<file path="src/logic/slice_pkg.sv">
// Shared types, register map and helpers for the logic slice
package slice_pkg;
    typedef enum logic [1:0] {
        MODE_LOGIC = 2'b00,
        MODE_RIPPLE = 2'b01,
        MODE_RAM = 2'b10,
        MODE_ROM = 2'b11
    } slice_mode_e;

    typedef enum logic [3:0] {
        OP_ADD = 4'b0000,
        OP_SUB = 4'b0001,
        OP_ADDSUB = 4'b0010,
        OP_UPCOUNT = 4'b0011,
        OP_DOWNCOUNT = 4'b0100,
        OP_MULT = 4'b0101,
        OP_GE = 4'b0110,
        OP_NE = 4'b0111,
        OP_LE = 4'b1000
    } ripple_op_e;

    localparam logic [31:0] ADDR_CTRL = 32'h0000_0000;
    localparam logic [31:0] ADDR_LUT0 = 32'h0000_0004;
    localparam logic [31:0] ADDR_LUT1 = 32'h0000_0008;
    localparam logic [31:0] ADDR_STATUS = 32'h0000_000C;

    localparam int CTRL_MODE_LSB = 0;
    localparam int CTRL_OP_LSB = 2;
    localparam int CTRL_DUAL_BIT = 6;
    localparam int CTRL_SET0_BIT = 7;
    localparam int CTRL_SET1_BIT = 8;

    localparam int STAT_Q_LSB = 0;
    localparam int STAT_F_LSB = 2;
    localparam int STAT_CARRY_BIT = 4;
    localparam int STAT_WIDE5_BIT = 5;
    localparam int STAT_WIDER_BIT = 6;

    localparam logic [15:0] LUT_RESET = 16'h0000;
    localparam logic [1:0] Q_RESET = 2'h0;
    localparam logic [1:0] SET_RESET = 2'h0;
    localparam logic [1:0] HTRANS_NONSEQ = 2'h2;
    localparam logic [2:0] HSIZE_WORD = 3'h2;

    // Two-bit group carry from generate and propagate terms
    function automatic logic carry_gp(input logic [1:0] gen, input logic [1:0] prop, input logic cin);
        return gen[1] | (prop[1] & gen[0]) | (prop[1] & prop[0] & cin);
    endfunction
endpackage

</file>
<file path="src/logic/dist_ram_16x2.sv">
// Two lookup tables of 16 bits, one write port and two read ports
`timescale 1ns/1ps
module dist_ram_16x2
    import slice_pkg::*;
(
    input wire logic clk,
    input wire logic rst_n,
    input wire logic cfgWe0,
    input wire logic cfgWe1,
    input wire logic [15:0] cfgData,
    input wire logic ramWe,
    input wire logic [3:0] waddr,
    input wire logic [1:0] wdata,
    input wire logic [3:0] raddrA,
    input wire logic [3:0] raddrB,
    output logic [1:0] readA,
    output logic [1:0] readB,
    output logic [15:0] table0,
    output logic [15:0] table1
);
    // Fabric write beats a configuration write in the same cycle
    always_ff @(posedge clk or negedge rst_n) begin
        if (!rst_n) begin
            table0 <= LUT_RESET;
        end else if (ramWe) begin
            table0[waddr] <= wdata[0];
        end else if (cfgWe0) begin
            table0 <= cfgData;
        end
    end

    always_ff @(posedge clk or negedge rst_n) begin
        if (!rst_n) begin
            table1 <= LUT_RESET;
        end else if (ramWe) begin
            table1[waddr] <= wdata[1];
        end else if (cfgWe1) begin
            table1 <= cfgData;
        end
    end

    // Reads are asynchronous on both ports
    assign readA = {table1[raddrA], table0[raddrA]};
    assign readB = {table1[raddrB], table0[raddrB]};
endmodule

</file>
<file path="src/logic/fpga_logic_slice.sv">
// Logic slice: two tables, carry chain, wide muxes, registers, AHB-Lite setup port
//
// Added by the designer: the AHB-Lite slave port and the register offsets.
`timescale 1ns/1ps
module fpga_logic_slice
    import slice_pkg::*;
#(
    parameter bit RAMLESS = 1'b0
) (
    input wire logic clk,
    input wire logic rst_n,
    input wire logic [3:0] lutInA,
    input wire logic [3:0] lutInB,
    input wire logic [1:0] multipurposeIn,
    input wire logic clkEnable,
    input wire logic localSetReset,
    input wire logic carryChainIn,
    input wire logic neighbourWide5In,
    input wire logic hsel,
    input wire logic [31:0] haddr,
    input wire logic [1:0] htrans,
    input wire logic hwrite,
    input wire logic [2:0] hsize,
    input wire logic [31:0] hwdata,
    input wire logic hready,
    output logic [31:0] hrdata,
    output logic hreadyout,
    output logic hresp,
    output logic [1:0] tableBypassOut,
    output logic [1:0] registerOut,
    output logic wide5MuxOut,
    output logic widerMuxOut,
    output logic carryChainOut
);

    slice_mode_e modeR;
    ripple_op_e opR;
    logic dualR;
    logic [1:0] setValR;
    logic [1:0] registerOut_r;
    logic [1:0] qNxt;
    logic [31:0] hrdata_r;
    logic hreadyout_r;
    logic hresp_r;
    logic phaseWrite_r;
    logic [31:0] phaseAddr_r;
    logic takeReq;
    logic [31:0] readWord;
    logic [31:0] ctrlWord;
    logic [31:0] statusWord;
    logic [1:0] readA;
    logic [1:0] readB;
    logic [15:0] table0;
    logic [15:0] table1;
    logic ramWe;
    logic [1:0] opA;
    logic [1:0] opB;
    logic [1:0] aEff;
    logic [1:0] bEff;
    logic [1:0] gen;
    logic [1:0] prop;
    logic isNe;
    logic [1:0] rippleSum;
    logic rippleCarry;
    logic [1:0] bypass;
    logic wide5;
    logic wider;
    logic counting;

    // Bus: zero wait states, every transfer answered OKAY
    assign takeReq = hsel && hready && htrans[1];

    always_ff @(posedge clk or negedge rst_n) begin
        if (!rst_n) begin
            phaseWrite_r <= 1'b0;
            phaseAddr_r <= 32'h0000_0000;
        end else begin
            phaseWrite_r <= takeReq && hwrite && (hsize == HSIZE_WORD);
            phaseAddr_r <= takeReq ? haddr : phaseAddr_r;
        end
    end

    always_ff @(posedge clk or negedge rst_n) begin
        if (!rst_n) begin
            hreadyout_r <= 1'b0;
            hresp_r <= 1'b0;
        end else begin
            hreadyout_r <= 1'b1;
            hresp_r <= 1'b0;
        end
    end

    // Read data is sampled at the address phase so it stands through the data phase
    always_ff @(posedge clk or negedge rst_n) begin
        if (!rst_n) begin
            hrdata_r <= 32'h0000_0000;
        end else if (takeReq && !hwrite) begin
            hrdata_r <= readWord;
        end
    end

    assign ctrlWord = {23'h00_0000, setValR, dualR, opR, modeR};
    assign statusWord = {25'h000_0000, wider, wide5, rippleCarry, bypass, registerOut_r};

    always_comb begin
        unique case (haddr)
            ADDR_CTRL: readWord = ctrlWord;
            ADDR_LUT0: readWord = {16'h0000, table0};
            ADDR_LUT1: readWord = {16'h0000, table1};
            ADDR_STATUS: readWord = statusWord;
            default: readWord = 32'h0000_0000;
        endcase
    end

    // Configuration word
    always_ff @(posedge clk or negedge rst_n) begin
        if (!rst_n) begin
            modeR <= MODE_LOGIC;
            opR <= OP_ADD;
            dualR <= 1'b0;
            setValR <= SET_RESET;
        end else if (phaseWrite_r && phaseAddr_r == ADDR_CTRL) begin
            // RAM-less variant keeps its previous mode on a RAM request
            if (!(RAMLESS && slice_mode_e'(hwdata[CTRL_MODE_LSB +: 2]) == MODE_RAM)) begin
                modeR <= slice_mode_e'(hwdata[CTRL_MODE_LSB +: 2]);
            end
            opR <= ripple_op_e'(hwdata[CTRL_OP_LSB +: 4]);
            dualR <= hwdata[CTRL_DUAL_BIT];
            setValR <= {hwdata[CTRL_SET1_BIT], hwdata[CTRL_SET0_BIT]};
        end
    end

    // Only RAM mode opens the fabric write port; ROM contents come over the bus
    assign ramWe = (modeR == MODE_RAM) && clkEnable;

    dist_ram_16x2 tables (
        .clk(clk),
        .rst_n(rst_n),
        .cfgWe0(phaseWrite_r && phaseAddr_r == ADDR_LUT0),
        .cfgWe1(phaseWrite_r && phaseAddr_r == ADDR_LUT1),
        .cfgData(hwdata[15:0]),
        .ramWe(ramWe),
        .waddr(lutInA),
        .wdata(multipurposeIn),
        .raddrA(lutInA),
        .raddrB(lutInB),
        .readA(readA),
        .readB(readB),
        .table0(table0),
        .table1(table1)
    );

    // Ripple unit: operand A on input 0 of the a- and b-inputs, B on input 1, lutInA[2] chooses add
    assign opA = {lutInB[0], lutInA[0]};
    assign opB = {lutInB[1], lutInA[1]};

    always_comb begin
        aEff = opA;
        bEff = opB;
        isNe = 1'b0;
        unique case (opR)
            OP_ADD: bEff = opB;
            OP_SUB: bEff = ~opB;
            OP_ADDSUB: bEff = lutInA[2] ? opB : ~opB;
            OP_UPCOUNT: begin
                aEff = registerOut_r;
                bEff = 2'h0;
            end
            OP_DOWNCOUNT: begin
                aEff = registerOut_r;
                bEff = 2'h3;
            end
            OP_MULT: aEff = opA & {2{multipurposeIn[0]}};
            OP_GE: bEff = ~opB;
            OP_LE: begin
                aEff = opB;
                bEff = ~opA;
            end
            OP_NE: isNe = 1'b1;
            default: bEff = opB;
        endcase
        gen = aEff & bEff;
        prop = aEff ^ bEff;
        // Not-equal shows the bitwise difference rather than a sum
        rippleSum = isNe ? prop : {prop[1] ^ (gen[0] | (prop[0] & carryChainIn)), prop[0] ^ carryChainIn};
        // Not-equal ORs along the chain instead of carrying
        rippleCarry = isNe ? (carryChainIn | (|(opA ^ opB))) : carry_gp(gen, prop, carryChainIn);
    end

    // Table outputs and wide muxes per mode
    always_comb begin
        unique case (modeR)
            MODE_LOGIC: bypass = {readB[1], readA[0]};
            MODE_ROM: bypass = {readB[1], readA[0]};
            MODE_RIPPLE: bypass = rippleSum;
            MODE_RAM: bypass = readA;
        endcase
        wide5 = multipurposeIn[0] ? bypass[1] : bypass[0];
        wider = multipurposeIn[1] ? neighbourWide5In : wide5;
        // Paired dual-port use: the companion read port appears on the wide outputs
        if (modeR == MODE_RAM && dualR) begin
            wide5 = readB[0];
            wider = readB[1];
        end
    end

    // Output registers
    assign counting = (modeR == MODE_RIPPLE) && (opR == OP_UPCOUNT || opR == OP_DOWNCOUNT);
    assign qNxt = counting ? rippleSum : bypass;

    always_ff @(posedge clk or negedge rst_n) begin
        if (!rst_n) begin
            registerOut_r <= Q_RESET;
        end else if (localSetReset) begin
            registerOut_r <= setValR;
        end else if (clkEnable) begin
            registerOut_r <= qNxt;
        end
    end

    // Carry passes straight through outside ripple mode so chains stay intact
    assign carryChainOut = (modeR == MODE_RIPPLE) ? rippleCarry : carryChainIn;
    assign tableBypassOut = bypass;
    assign wide5MuxOut = wide5;
    assign widerMuxOut = wider;
    assign registerOut = registerOut_r;
    assign hrdata = hrdata_r;
    assign hreadyout = hreadyout_r;
    assign hresp = hresp_r;
endmodule

</file>
<file path="config.mk">
export PLATFORM = sky130hd
export DESIGN_NAME = fpga_logic_slice
export DESIGN_NICKNAME = d
export VERILOG_FILES = /design/src/logic/slice_pkg.sv /design/src/logic/dist_ram_16x2.sv /design/src/logic/fpga_logic_slice.sv
export SDC_FILE = /design/constraint.sdc
export NUM_CORES = 1
export LEC_CHECK = 0
export ABC_AREA = 1
export BUFFER_PORTS_ARGS = -buffer_cell sky130_fd_sc_hd__buf_2
export CORE_ASPECT_RATIO = 1.2
export CORE_MARGIN = 3
export CORE_UTILIZATION = 26
export CTS_CLUSTER_SIZE = 40
export DETAILED_ROUTE_END_ITERATION = 16
export SLEW_MARGIN = 10
export SYNTH_ARGS = -nofsm -noshare
export SYNTH_HDL_FRONTEND = slang
export SYNTH_HIERARCHICAL = 1
export SYNTH_SLANG_ARGS = --single-unit
</file>
<file path="constraint.sdc">
create_clock -name clk -period 2.5 [get_ports clk]
set_input_delay 0.125 -clock clk [delete_from_list [all_inputs] [get_ports clk]]
set_output_delay 0.125 -clock clk [all_outputs]
set_load 0.02 [all_outputs]
</file>
# [Yosys cells after proc, flatten, opt, wreduce, memory -nomap -nowiden]
# Cells that the tools add are included.
[op_classes] reduce_logical=24 bitwise=16 mux=32 magnitude_cmp=3 n_eq_ne=17
[ops] cell="equality test 32 x 4 -> 1 bit (second input constant)" count=3
[ops] cell="equality test 32 x 3 -> 1 bit (second input constant)" count=2
[ops] cell="zero test 32 bit" count=2
[ops] cell="2-to-1 mux 16 bit" count=4
[ops] cell="case mux 16 bit (4 select lines)" count=1
[ops] cell="bitwise mux 16 bit" count=2
[ops] cell="binary-select mux 1 bit (select 4 bit)" count=4
[ops] cell="equality test 4 x 3 -> 1 bit (second input constant)" count=4
[ops] cell="logical AND 1 bit" count=12
[ops] cell="2-to-1 mux 1 bit" count=12
[ops] cell="case mux 2 bit (3 select lines)" count=2
[ops] cell="< comparator 4 x 5 -> 1 bit (second input constant)" count=2
[ops] cell="2-to-1 mux 2 bit" count=5
[ops] cell="case mux 2 bit (5 select lines)" count=1
[ops] cell="equality test 4 x 2 -> 1 bit (second input constant)" count=2
[ops] cell="OR reduction 2 bit" count=4
[ops] cell="nonzero test 2 bit" count=3
[ops] cell="AND 1 bit" count=4
[ops] cell="AND 2 bit" count=2
[ops] cell="demux 1 bit (select 4 bit)" count=1
[ops] cell="equality test 2 bit (second input constant)" count=2
[ops] cell="equality test 4 x 1 -> 1 bit (second input constant)" count=1
[ops] cell="equality test 4 bit (second input constant)" count=1
[ops] cell="greater-or-equal comparator 4 x 1 -> 1 bit (second input constant)" count=1
[ops] cell="9 further kinds" count=15
[totals] wordCells=103 inputBits=88 ff_bits=109

# [Depth between registers and ports, before layout]
# Gate-level depths: netlist (run 1).
[logic_depth] ltp_word=13 mapped_depth=24

# [By module]
# Netlist (run 1), hierarchy kept.
[by_module_without_submodules] module="fpga_logic_slice" area_per_inst_um2=3681.0 cells_each=504 n_inst=1 seq_area_each_um2=1526.5
[by_module_without_submodules] module="dist_ram_16x2" area_per_inst_um2=2409.8 cells_each=403 n_inst=1 seq_area_each_um2=800.8

# [Least setup slack after synthesis (run 1)]
# Ideal clock, no wire load.
[synth_timing] kind="flip-flop to flip-flop" from="reg opR[0]" to="reg hrdata_r[6] (netlist: hrdata[6])" t_arrival_ps=2430 stages_incl_launch_ff=21 setup_slack_ps=-47 path_buffers=0 path_cell_list="dfrtp_1 -> or2_0 -> nor3_1 -> o31ai_1 -> nand2_1 -> o2111ai_1 -> fa_1 -> inv_1 -> nand2_1 -> nand2_1 -> nand2_2 -> nand3_2 -> nand3_1 -> nand2_1 -> nand2_1 -> nand2_1 -> nand2_2 -> nand2_1 -> nand2_1 -> nand2_1 -> nand2_1"
[synth_via] elab_chain_cells=13 elab_cells_between_ends=25 classes_between="eq/ne (8); mux (9); bitwise (6); reduce/logical (2)"
[synth_rtl] item="start, declared" line_no="fpga_logic_slice.sv:37" source="ripple_op_e opR;"
[synth_rtl] item="start signal, assigned" line_no="fpga_logic_slice.sv:127" source="opR <= ripple_op_e'(hwdata[CTRL_OP_LSB +: 4]);"
[synth_rtl] item="equality test 4 x 3 -> 1 bit, or another cell as far along" line_no="fpga_logic_slice.sv:161" source="unique case (opR)"
[synth_rtl] item="OR reduction 2 bit (no line)"
[synth_rtl] item="case mux 2 bit (5 select lines) or case mux 2 bit (3 select lines) (tied branches)" line_no="fpga_logic_slice.sv:161"
[synth_rtl] item="bitwise XOR 2 bit" line_no="fpga_logic_slice.sv:183" source="prop = aEff ^ bEff;"
[synth_rtl] item="AND 1 bit" line_no="fpga_logic_slice.sv:185" source="rippleSum = isNe ? prop : {prop[1] ^ (gen[0] | (prop[0] & carryChainIn)), prop[0] ^ carryChainIn};"
[synth_rtl] item="OR 1 bit" line_no="fpga_logic_slice.sv:185"
[synth_rtl] item="bitwise XOR 1 bit" line_no="fpga_logic_slice.sv:185"
[synth_rtl] item="2-to-1 mux 2 bit (*)" line_no="fpga_logic_slice.sv:185"
[synth_rtl] item="case mux 2 bit (3 select lines) (*)" line_no="fpga_logic_slice.sv:192" source="unique case (modeR)"
[synth_rtl] item="2-to-1 mux 1 bit (*)" line_no="fpga_logic_slice.sv:198" source="wide5 = multipurposeIn[0] ? bypass[1] : bypass[0];"
[synth_rtl] item="2-to-1 mux 1 bit (*)" line_no="fpga_logic_slice.sv:199" source="wider = multipurposeIn[1] ? neighbourWide5In : wide5;"
[synth_rtl] item="2-to-1 mux 1 bit (*)" line_no="fpga_logic_slice.sv:201" source="if (modeR == MODE_RAM && dualR) begin"
[synth_rtl] item="net widerMuxOut" line_no="fpga_logic_slice.sv:32" source="output logic widerMuxOut,"
[synth_rtl] item="case mux 16 bit (4 select lines) (*)" line_no="fpga_logic_slice.sv:106" source="unique case (haddr)"
[synth_rtl] item="end signal, assigned" line_no="fpga_logic_slice.sv:98" source="hrdata_r <= readWord;"
[synth_rtl] item="end, declared" line_no="fpga_logic_slice.sv:42" source="logic [31:0] hrdata_r;"
# Mark *: on every way through the listed nets, which the timed path passes. The rest lies on a longest branch.
# A chain may end at the register's enable or synchronous reset.

# [Worst setup path in the final report (run 1)]
[layout_timing] from="reg opR[1]" to="out wide5MuxOut"
[layout_via] elab_chain_cells=11 elab_cells_between_ends=23 classes_between="eq/ne (8); mux (7); bitwise (6); reduce/logical (2)"
[layout_rtl] item="equality test 4 x 3 -> 1 bit, or another cell as far along" line_no="fpga_logic_slice.sv:161"
[layout_rtl] item="OR reduction 2 bit (no line)"
[layout_rtl] item="case mux 2 bit (5 select lines) or case mux 2 bit (3 select lines) (tied branches)" line_no="fpga_logic_slice.sv:161"
[layout_rtl] item="bitwise XOR 2 bit" line_no="fpga_logic_slice.sv:183"
[layout_rtl] item="AND 1 bit" line_no="fpga_logic_slice.sv:185"
[layout_rtl] item="OR 1 bit" line_no="fpga_logic_slice.sv:185"
[layout_rtl] item="bitwise XOR 1 bit" line_no="fpga_logic_slice.sv:185"
[layout_rtl] item="2-to-1 mux 2 bit (*)" line_no="fpga_logic_slice.sv:185"
[layout_rtl] item="case mux 2 bit (3 select lines) (*)" line_no="fpga_logic_slice.sv:192"
[layout_rtl] item="2-to-1 mux 1 bit (*)" line_no="fpga_logic_slice.sv:198"
[layout_rtl] item="2-to-1 mux 1 bit (*)" line_no="fpga_logic_slice.sv:201"
[layout_rtl] item="end, declared" line_no="fpga_logic_slice.sv:31" source="output logic wide5MuxOut,"
# Every way passes the cells marked *; elsewhere a longest branch is shown, timed or not.

==> results of run 1 <==
-- logic make-up (layout without fill, tap and decap cells) --
logic type | count (synthesis) | count (layout)
other | 2 | 18
flip-flops | 93 | 93
AO/OA/AOI/OAI | 54 | 54
AND/OR/NAND/NOR | 599 | 599
buffers and inverters | 154 | 268
adder cells (fa/ha/maj) | 5 | 5
-- worst max-delay path: stages (launching register included) --
cell,delay (ns)
dfrtp_1,0.39
inv_2,0.05
or2_4,0.27
nor3_4,0.22
o31ai_4,0.11
nand2_2,0.09
o2111ai_4,0.13
fa_2,0.38
inv_1,0.06
nand2_1,0.05
nand2_1,0.06
nand2_2,0.07
nand3_2,0.08
nand3_1,0.10
nand2_2,0.12
nand2_2,0.05
o21a_1,0.12
buf_6,0.13
-- cell usage in the layout (no fill, tap or decap), drive strengths merged, types with 11 or more instances in the layout --
cell type	synthesis	routed
o21ai	27	27
nor2	72	72
dfrtp	93	93
nand2	315	315
inv	105	108
nand4	14	14
buf	38	135
dlygate4sd3	0	11
nand3	178	178
conb	2	18
-- how the worst max path moves through the flow --
stage,slack [ns],cells after the start,end
final,-0.45,17,wide5MuxOut
after global routing,-0.65,18,widerMuxOut
after CTS,-0.49,15,wide5MuxOut
after detailed placement,-0.20,18,hrdata[6]$_DFFE_PN0P_
after global placement,-0.14,17,hrdata[6]$_DFFE_PN0P_
after floorplan,0.001,17,hrdata[6]$_DFFE_PN0P_
-- stage by stage --
stage          cells  TNS, ns  setup WS (ns)  utilization
4_1_cts         1344    -2.47         -0.489        0.335
6_report        1347    -2.77         -0.450        0.340
2_1_floorplan    923        0        0.00113            -
3_3_place_gp    1307   -0.706         -0.144        0.306
3_5_place_dp    1307    -1.24         -0.203        0.306
5_1_grt         1347    -4.95         -0.649        0.340
-- where the power goes --
part	total (µW)	internal (µW)	switching [µW]
logic	559	210	349
clock network	1540	893	648
registers	1650	1590	54.3
-- sequential cells by signal (all words and copies together), names as in the netlist --
| register | flops |
|---|---|
| phaseAddr_r | 32 |
| hrdata | 16 |
| tables/table0 | 16 |
| tables/table1 | 16 |
| opR | 4 |
| modeR | 2 |
| registerOut | 2 |
| setValR | 2 |
| dualR | 1 |
| hreadyout | 1 |
| phaseWrite_r | 1 |
-- repair_timing --
item | CTS | global route
endpoints found under the setup margin | 12 | 12
hold buffers | 11 | 0
setup buffers | 10 | 3
pin swaps | 7 | 10
hold endpoints to repair | 34 | 0
gates resized for setup | 34 | 21
cloned | 0 | 0
-- routing by layer --
layer | routed length (µm) | share of wire | global-route usage
met2 | 10400 | 0.51 | 0.280
met3 | 986 | 0.048 | 0.0254
met5 | 21 | 0.0010 | 0
met4 | 966 | 0.047 | 0.0756
met1 | 8120 | 0.40 | 0.189
-- cell type report --
cell class              count  area (µm²)  area share
inverters                 106         398      0.0515
clock buffers               9         225      0.0291
flip-flops and latches     93        2330       0.301
well taps                 310         388      0.0502
multi-input cells         676        3340       0.432
repair buffers            146         950       0.123
clock inverters             7         104      0.0134
==> flow_summary.yaml, run 1 <==
timing:
  timing.final.ws_setup_ns: -0.450
  clock_skew_ns: 0.0102
  rsz0062_at_grt: "true"
  hold_viol: 0
  fmax_ghz: 0.339
  worst-slew-pin-transition_ns: 0.643
  setup_viol: 12
  relSlewSlack: 0.571
  post-route-min-period_ns: 2.95
  hold_slack_ns: 0.0381
  fin_crit_sh: 1.18
  drv_slew: 0
power:
  power.density_mw_per_mm2: 485
  ir_worst_vdd_mv: 0.277
  finalPower_uw: 3750
  p_leak_uw: 0.00394
clocking:
  cts_sinks: 93
  cts_buffers: 9
  clockRootBuffer: "clkbuf_16"
  cts.clk_slew.worst_paths_ns: 0.07
  clk_path_buf_depth: 2
  cts_tree: "done"
  clock_latency_ns: 0.35
  htreeDepth: 3
yosys:
  synth-simple-area-share: 0.440
  ys_warn_count: 6
  ys.flop_type: "dfrtp_1"
  synthTopCellsByCount: "nand2_1, nand3_1, dfrtp_1"
  synthMuxAreaShare: 0
  yosysSeqAreaShare: 0.382
  synthCells: 907
  synth.most_common_cell: "nand2_1"
  synth-edff-count: 0
  ys_top_cells_by_area: "dfrtp_1, nand2_1, nand3_1"
  synth_xor_area_frac: 0
  synth_top_family_by_area: "simple AND/OR/NAND/NOR gates"
  synth_top_area_frac: 0.382
  synth_compound_area_frac: 0.0526
  avgSynthCellArea_um2: 6.72
  synth_fa_ha_area_frac: 0.0115
  yosys.area.top_type: "dfrtp_1"
  synth.distinct_cells: 42
  synth_async_sr_flop_share: 1.00
  syn-cell-area_mm2: 0.00609
  ys_ff_latch: 93
critical_path:
  cp_max_fo: 3
  worstPathArrival_ns: 2.83
  endpoint_kind: "output port"
  startpoint: "opR[1]$_DFFE_PN0P_"
  startpoint_type: "register"
  reg2reg_from: "opR[1]$_DFFE_PN0P_"
  path_class: "reg2out"
  regToRegSetupSlack_ns: -0.25
  required_ns: 2.38
  r2r_cells: 22
  r2r-end: "hrdata[6]$_DFFE_PN0P_"
placement:
  port_buffers: 94
  place_congestion: 0.877
  placed_area_mm2: 0.00697
  hpwl_um: 15300
floorplanning:
  ios: 129
  fp.dieW_um: 146
  die_h_um: 174
  die-area_mm2: 0.0253
  rows: 60
  start_util: 0.268
  core_mm2: 0.0227
min_path:
  hold_depth: 3
  min_to: "phaseAddr_r[15]$_DFFE_PN0P_"
  hp-start: "haddr[15]"
  hold_class: "in2reg"
drt:
  viasPerCell: 4.78
  wirelength_um: 20500
  final_antenna_net_count: 0
  drt-initial-drc-count: 395
  first_pass_iters: 6
  drc: 0
  vias: 6432
  wl_per_cell_um: 15.2
job:
  cap_violations: 0
final_layout:
  stdcell_area_mm2: 0.00773
  nets: 1125
  fillCellCount: 2456
  num_antenna_cells: 0
  area_delta_synth_final_pct: 26.9
  drive_gt1_frac: 0.220
global_route:
  antenna_found_initial: 2
  grt_max_degree: 57
  grt-ovfl-total: 0
  first_global_vias: 6186
  grt.total_usage: 0.159
  grt_pass1_wl_um: 32400
status:
  outcome: "complete, but fails checks"
  violations: "negative setup slack"
(Power assumes the default switching activity.)
==> run 2: changes to the inputs <==
Settings changed: BUFFER_PORTS_ARGS -buffer_cell sky130_fd_sc_hd__buf_2 to -buffer_cell sky130_fd_sc_hd__clkbuf_2.
==> run 2 against run 1 <==
The run still ends with negative setup slack left; first-iteration DRC count increased by 27%; clock power about the same; flip-flop and latch count unchanged; setup slack improved by 0.035 ns; global-route usage decreased by 0.35 points; critical endpoint unchanged; largest cell class unchanged.
==> flow_summary.yaml, run 2 (synthesis gave the netlist of run 1 again) <==
critical_path:
  path_class: "reg2out"
  cp_common_cell: "nand2_2"
  startpoint_type: "register"
  cp_num_buf_inv: 2
  endpoint_kind: "output port"
  worstPathArrival_ns: 2.79
  path_cells: "or2_4 > nor3_4 > o31ai_2 > nand2_1 > o2111ai_2 > fa_2 > inv_2 > nand2_2 > nand3_2 > nand3_2 > nand2_2 > nand2_2 > o21a_1 > clkbuf_8"
  required_ns: 2.38
  crit_path_max_incr_delay_ns: 0.58
  cp_max_fo: 4
  crit_family: "simple AND/OR/NAND/NOR gates"
  slowest_stage: "fa_2"
final_layout:
  nets: 1122
  fillCellCount: 2461
  final_cell_mix: "nand2_1, nand3_1, dfrtp_1, clkbuf_2, inv_1"
  layout_commonest_cell: "nand2_1"
  largest_register_ffs: 32
  drive_gt1_frac: 0.213
  multi_input_area_mm2: 0.00326
  area_delta_synth_final_pct: 25.5
  regMostFlops: "phaseAddr_r"
  num_antenna_cells: 0
  seq_area_mm2: 0.00233
clocking:
  htreeDepth: 3
  cts_tree: "done"
  cts_sinks: 93
  clk_path_buf_depth: 2
  clockRootBuffer: "clkbuf_16"
  clock_latency_ns: 0.34
  cts_buffers: 9
  cts.clk_slew.worst_paths_ns: 0.07
timing:
  hold_viol: 0
  timing.final.ws_setup_ns: -0.415
  relSlewSlack: 0.542
  worst-slew-pin-transition_ns: 0.686
  post-route-min-period_ns: 2.92
  clock_skew_ns: 0.00958
  fin_crit_sh: 1.17
  tns_ns: -2.60
  drv_slew: 0
  rsz0062_at_grt: "true"
  hold_slack_ns: 0.0174
  fmax_ghz: 0.343
  setup_viol: 10
floorplanning:
  rows: 60
  die-area_mm2: 0.0253
  start_util: 0.268
  die_h_um: 174
  core_mm2: 0.0227
  fp.dieW_um: 146
  ios: 129
global_route:
  antenna_found_initial: 0
  grt_pass1_wl_um: 31900
  grt_max_degree: 58
  first_global_vias: 6137
  grt.total_usage: 0.156
  grt-ovfl-total: 0
drt:
  wl_per_cell_um: 15.0
  vias: 6290
  final_antenna_net_count: 0
  viasPerCell: 4.68
  drc: 0
  first_pass_iters: 5
  drt-initial-drc-count: 503
  wirelength_um: 20200
power:
  power.density_mw_per_mm2: 493
  p_leak_uw: 0.00392
  ir_worst_vdd_mv: 0.307
placement:
  hpwl_um: 15300
  port_buffers: 94
  place_congestion: 0.861
min_path:
  hold_class: "in2reg"
status:
  violations: "negative setup slack"
  outcome: "complete, but fails checks"
job:
  cap_violations: 0
## run 2: changes by cell type in the layout (fill, tap and decap cells not counted), sizes merged
cell,delta
buf,-94
clkbuf,+94
clkinv,-1
clkinvlp,-1
dlygate4sd3,-1
## run 2: worst reg2reg max path: cells and delay by family, from the launching register on
kind,cells,cell delay (ns)
adders and majority gates,1,0.49
buffers and inverters,7,0.64
and+or+nand+nor,13,0.84
AOI/OAI and AO/OA,3,0.40
DFF,1,0.42
## run 2: report_power, final
part           total, µW  internal (µW)  switching, µW
combinational        556            212            345
sequential          1650           1590           55.0
clock               1570            943            625
## run 2: through the flow
step                      setup slack, ns  total power (µW)  instances  cell area, µm²  utilization
after floorplan                   0.00113              1960        923            6160            -
after CTS                          -0.419              3790       1342            7590        0.334
after global routing               -0.601              3940       1344            7640        0.336
final                              -0.415              3770       1344            7640        0.336
after global placement             -0.127              2170       1308            6980        0.307
after detailed placement           -0.191              2180       1308            6980        0.307
## run 2: worst paths after layout
kind	from	to	slack [ns]	cells past startpoint
min reg2reg	phaseAddr_r[25]$_DFFE_PN0P_	phaseAddr_r[25]$_DFFE_PN0P_	0.48	2
min in group asynchronous	rst_n	hrdata[10]$_DFFE_PN0P_	0.20	2
max reg2reg	opR[1]$_DFFE_PN0P_	hrdata[5]$_DFFE_PN0P_	-0.39	24
max in group asynchronous	rst_n	opR[3]$_DFFE_PN0P_	1.60	3
min	haddr[21]	phaseAddr_r[21]$_DFFE_PN0P_	0.02	3
max	opR[0]$_DFFE_PN0P_	wide5MuxOut	-0.42	14
## run 2: area by class of cell
| class | instances | share of cell area |
|---|---|---|
| inverters | 106 | 0.0524 |
| multi-input cells | 676 | 0.426 |
| clock buffers | 11 | 0.0331 |
| repair buffers | 143 | 0.122 |
| clock inverters | 5 | 0.0113 |
| well taps | 310 | 0.0507 |
| flip-flops and latches | 93 | 0.305 |
## run 2: per-layer routing
metal,track usage,share of wire,vias up
met5,0,0,-
met4,0.0566,0.032,0
met3,0.0228,0.049,32
met2,0.286,0.52,198
met1,0.184,0.40,2939
li1,-,-,3121
## run 2: repair_timing
action / CTS / global route
endpoints found under the hold margin: 28 / 0
buffers inserted: 9 / 3
pin swaps: 4 / 3
gates cloned: 0 / 0
hold buffers: 10 / 0
endpoints found under the setup margin: 12 / 12
resized for setup: 34 / 11
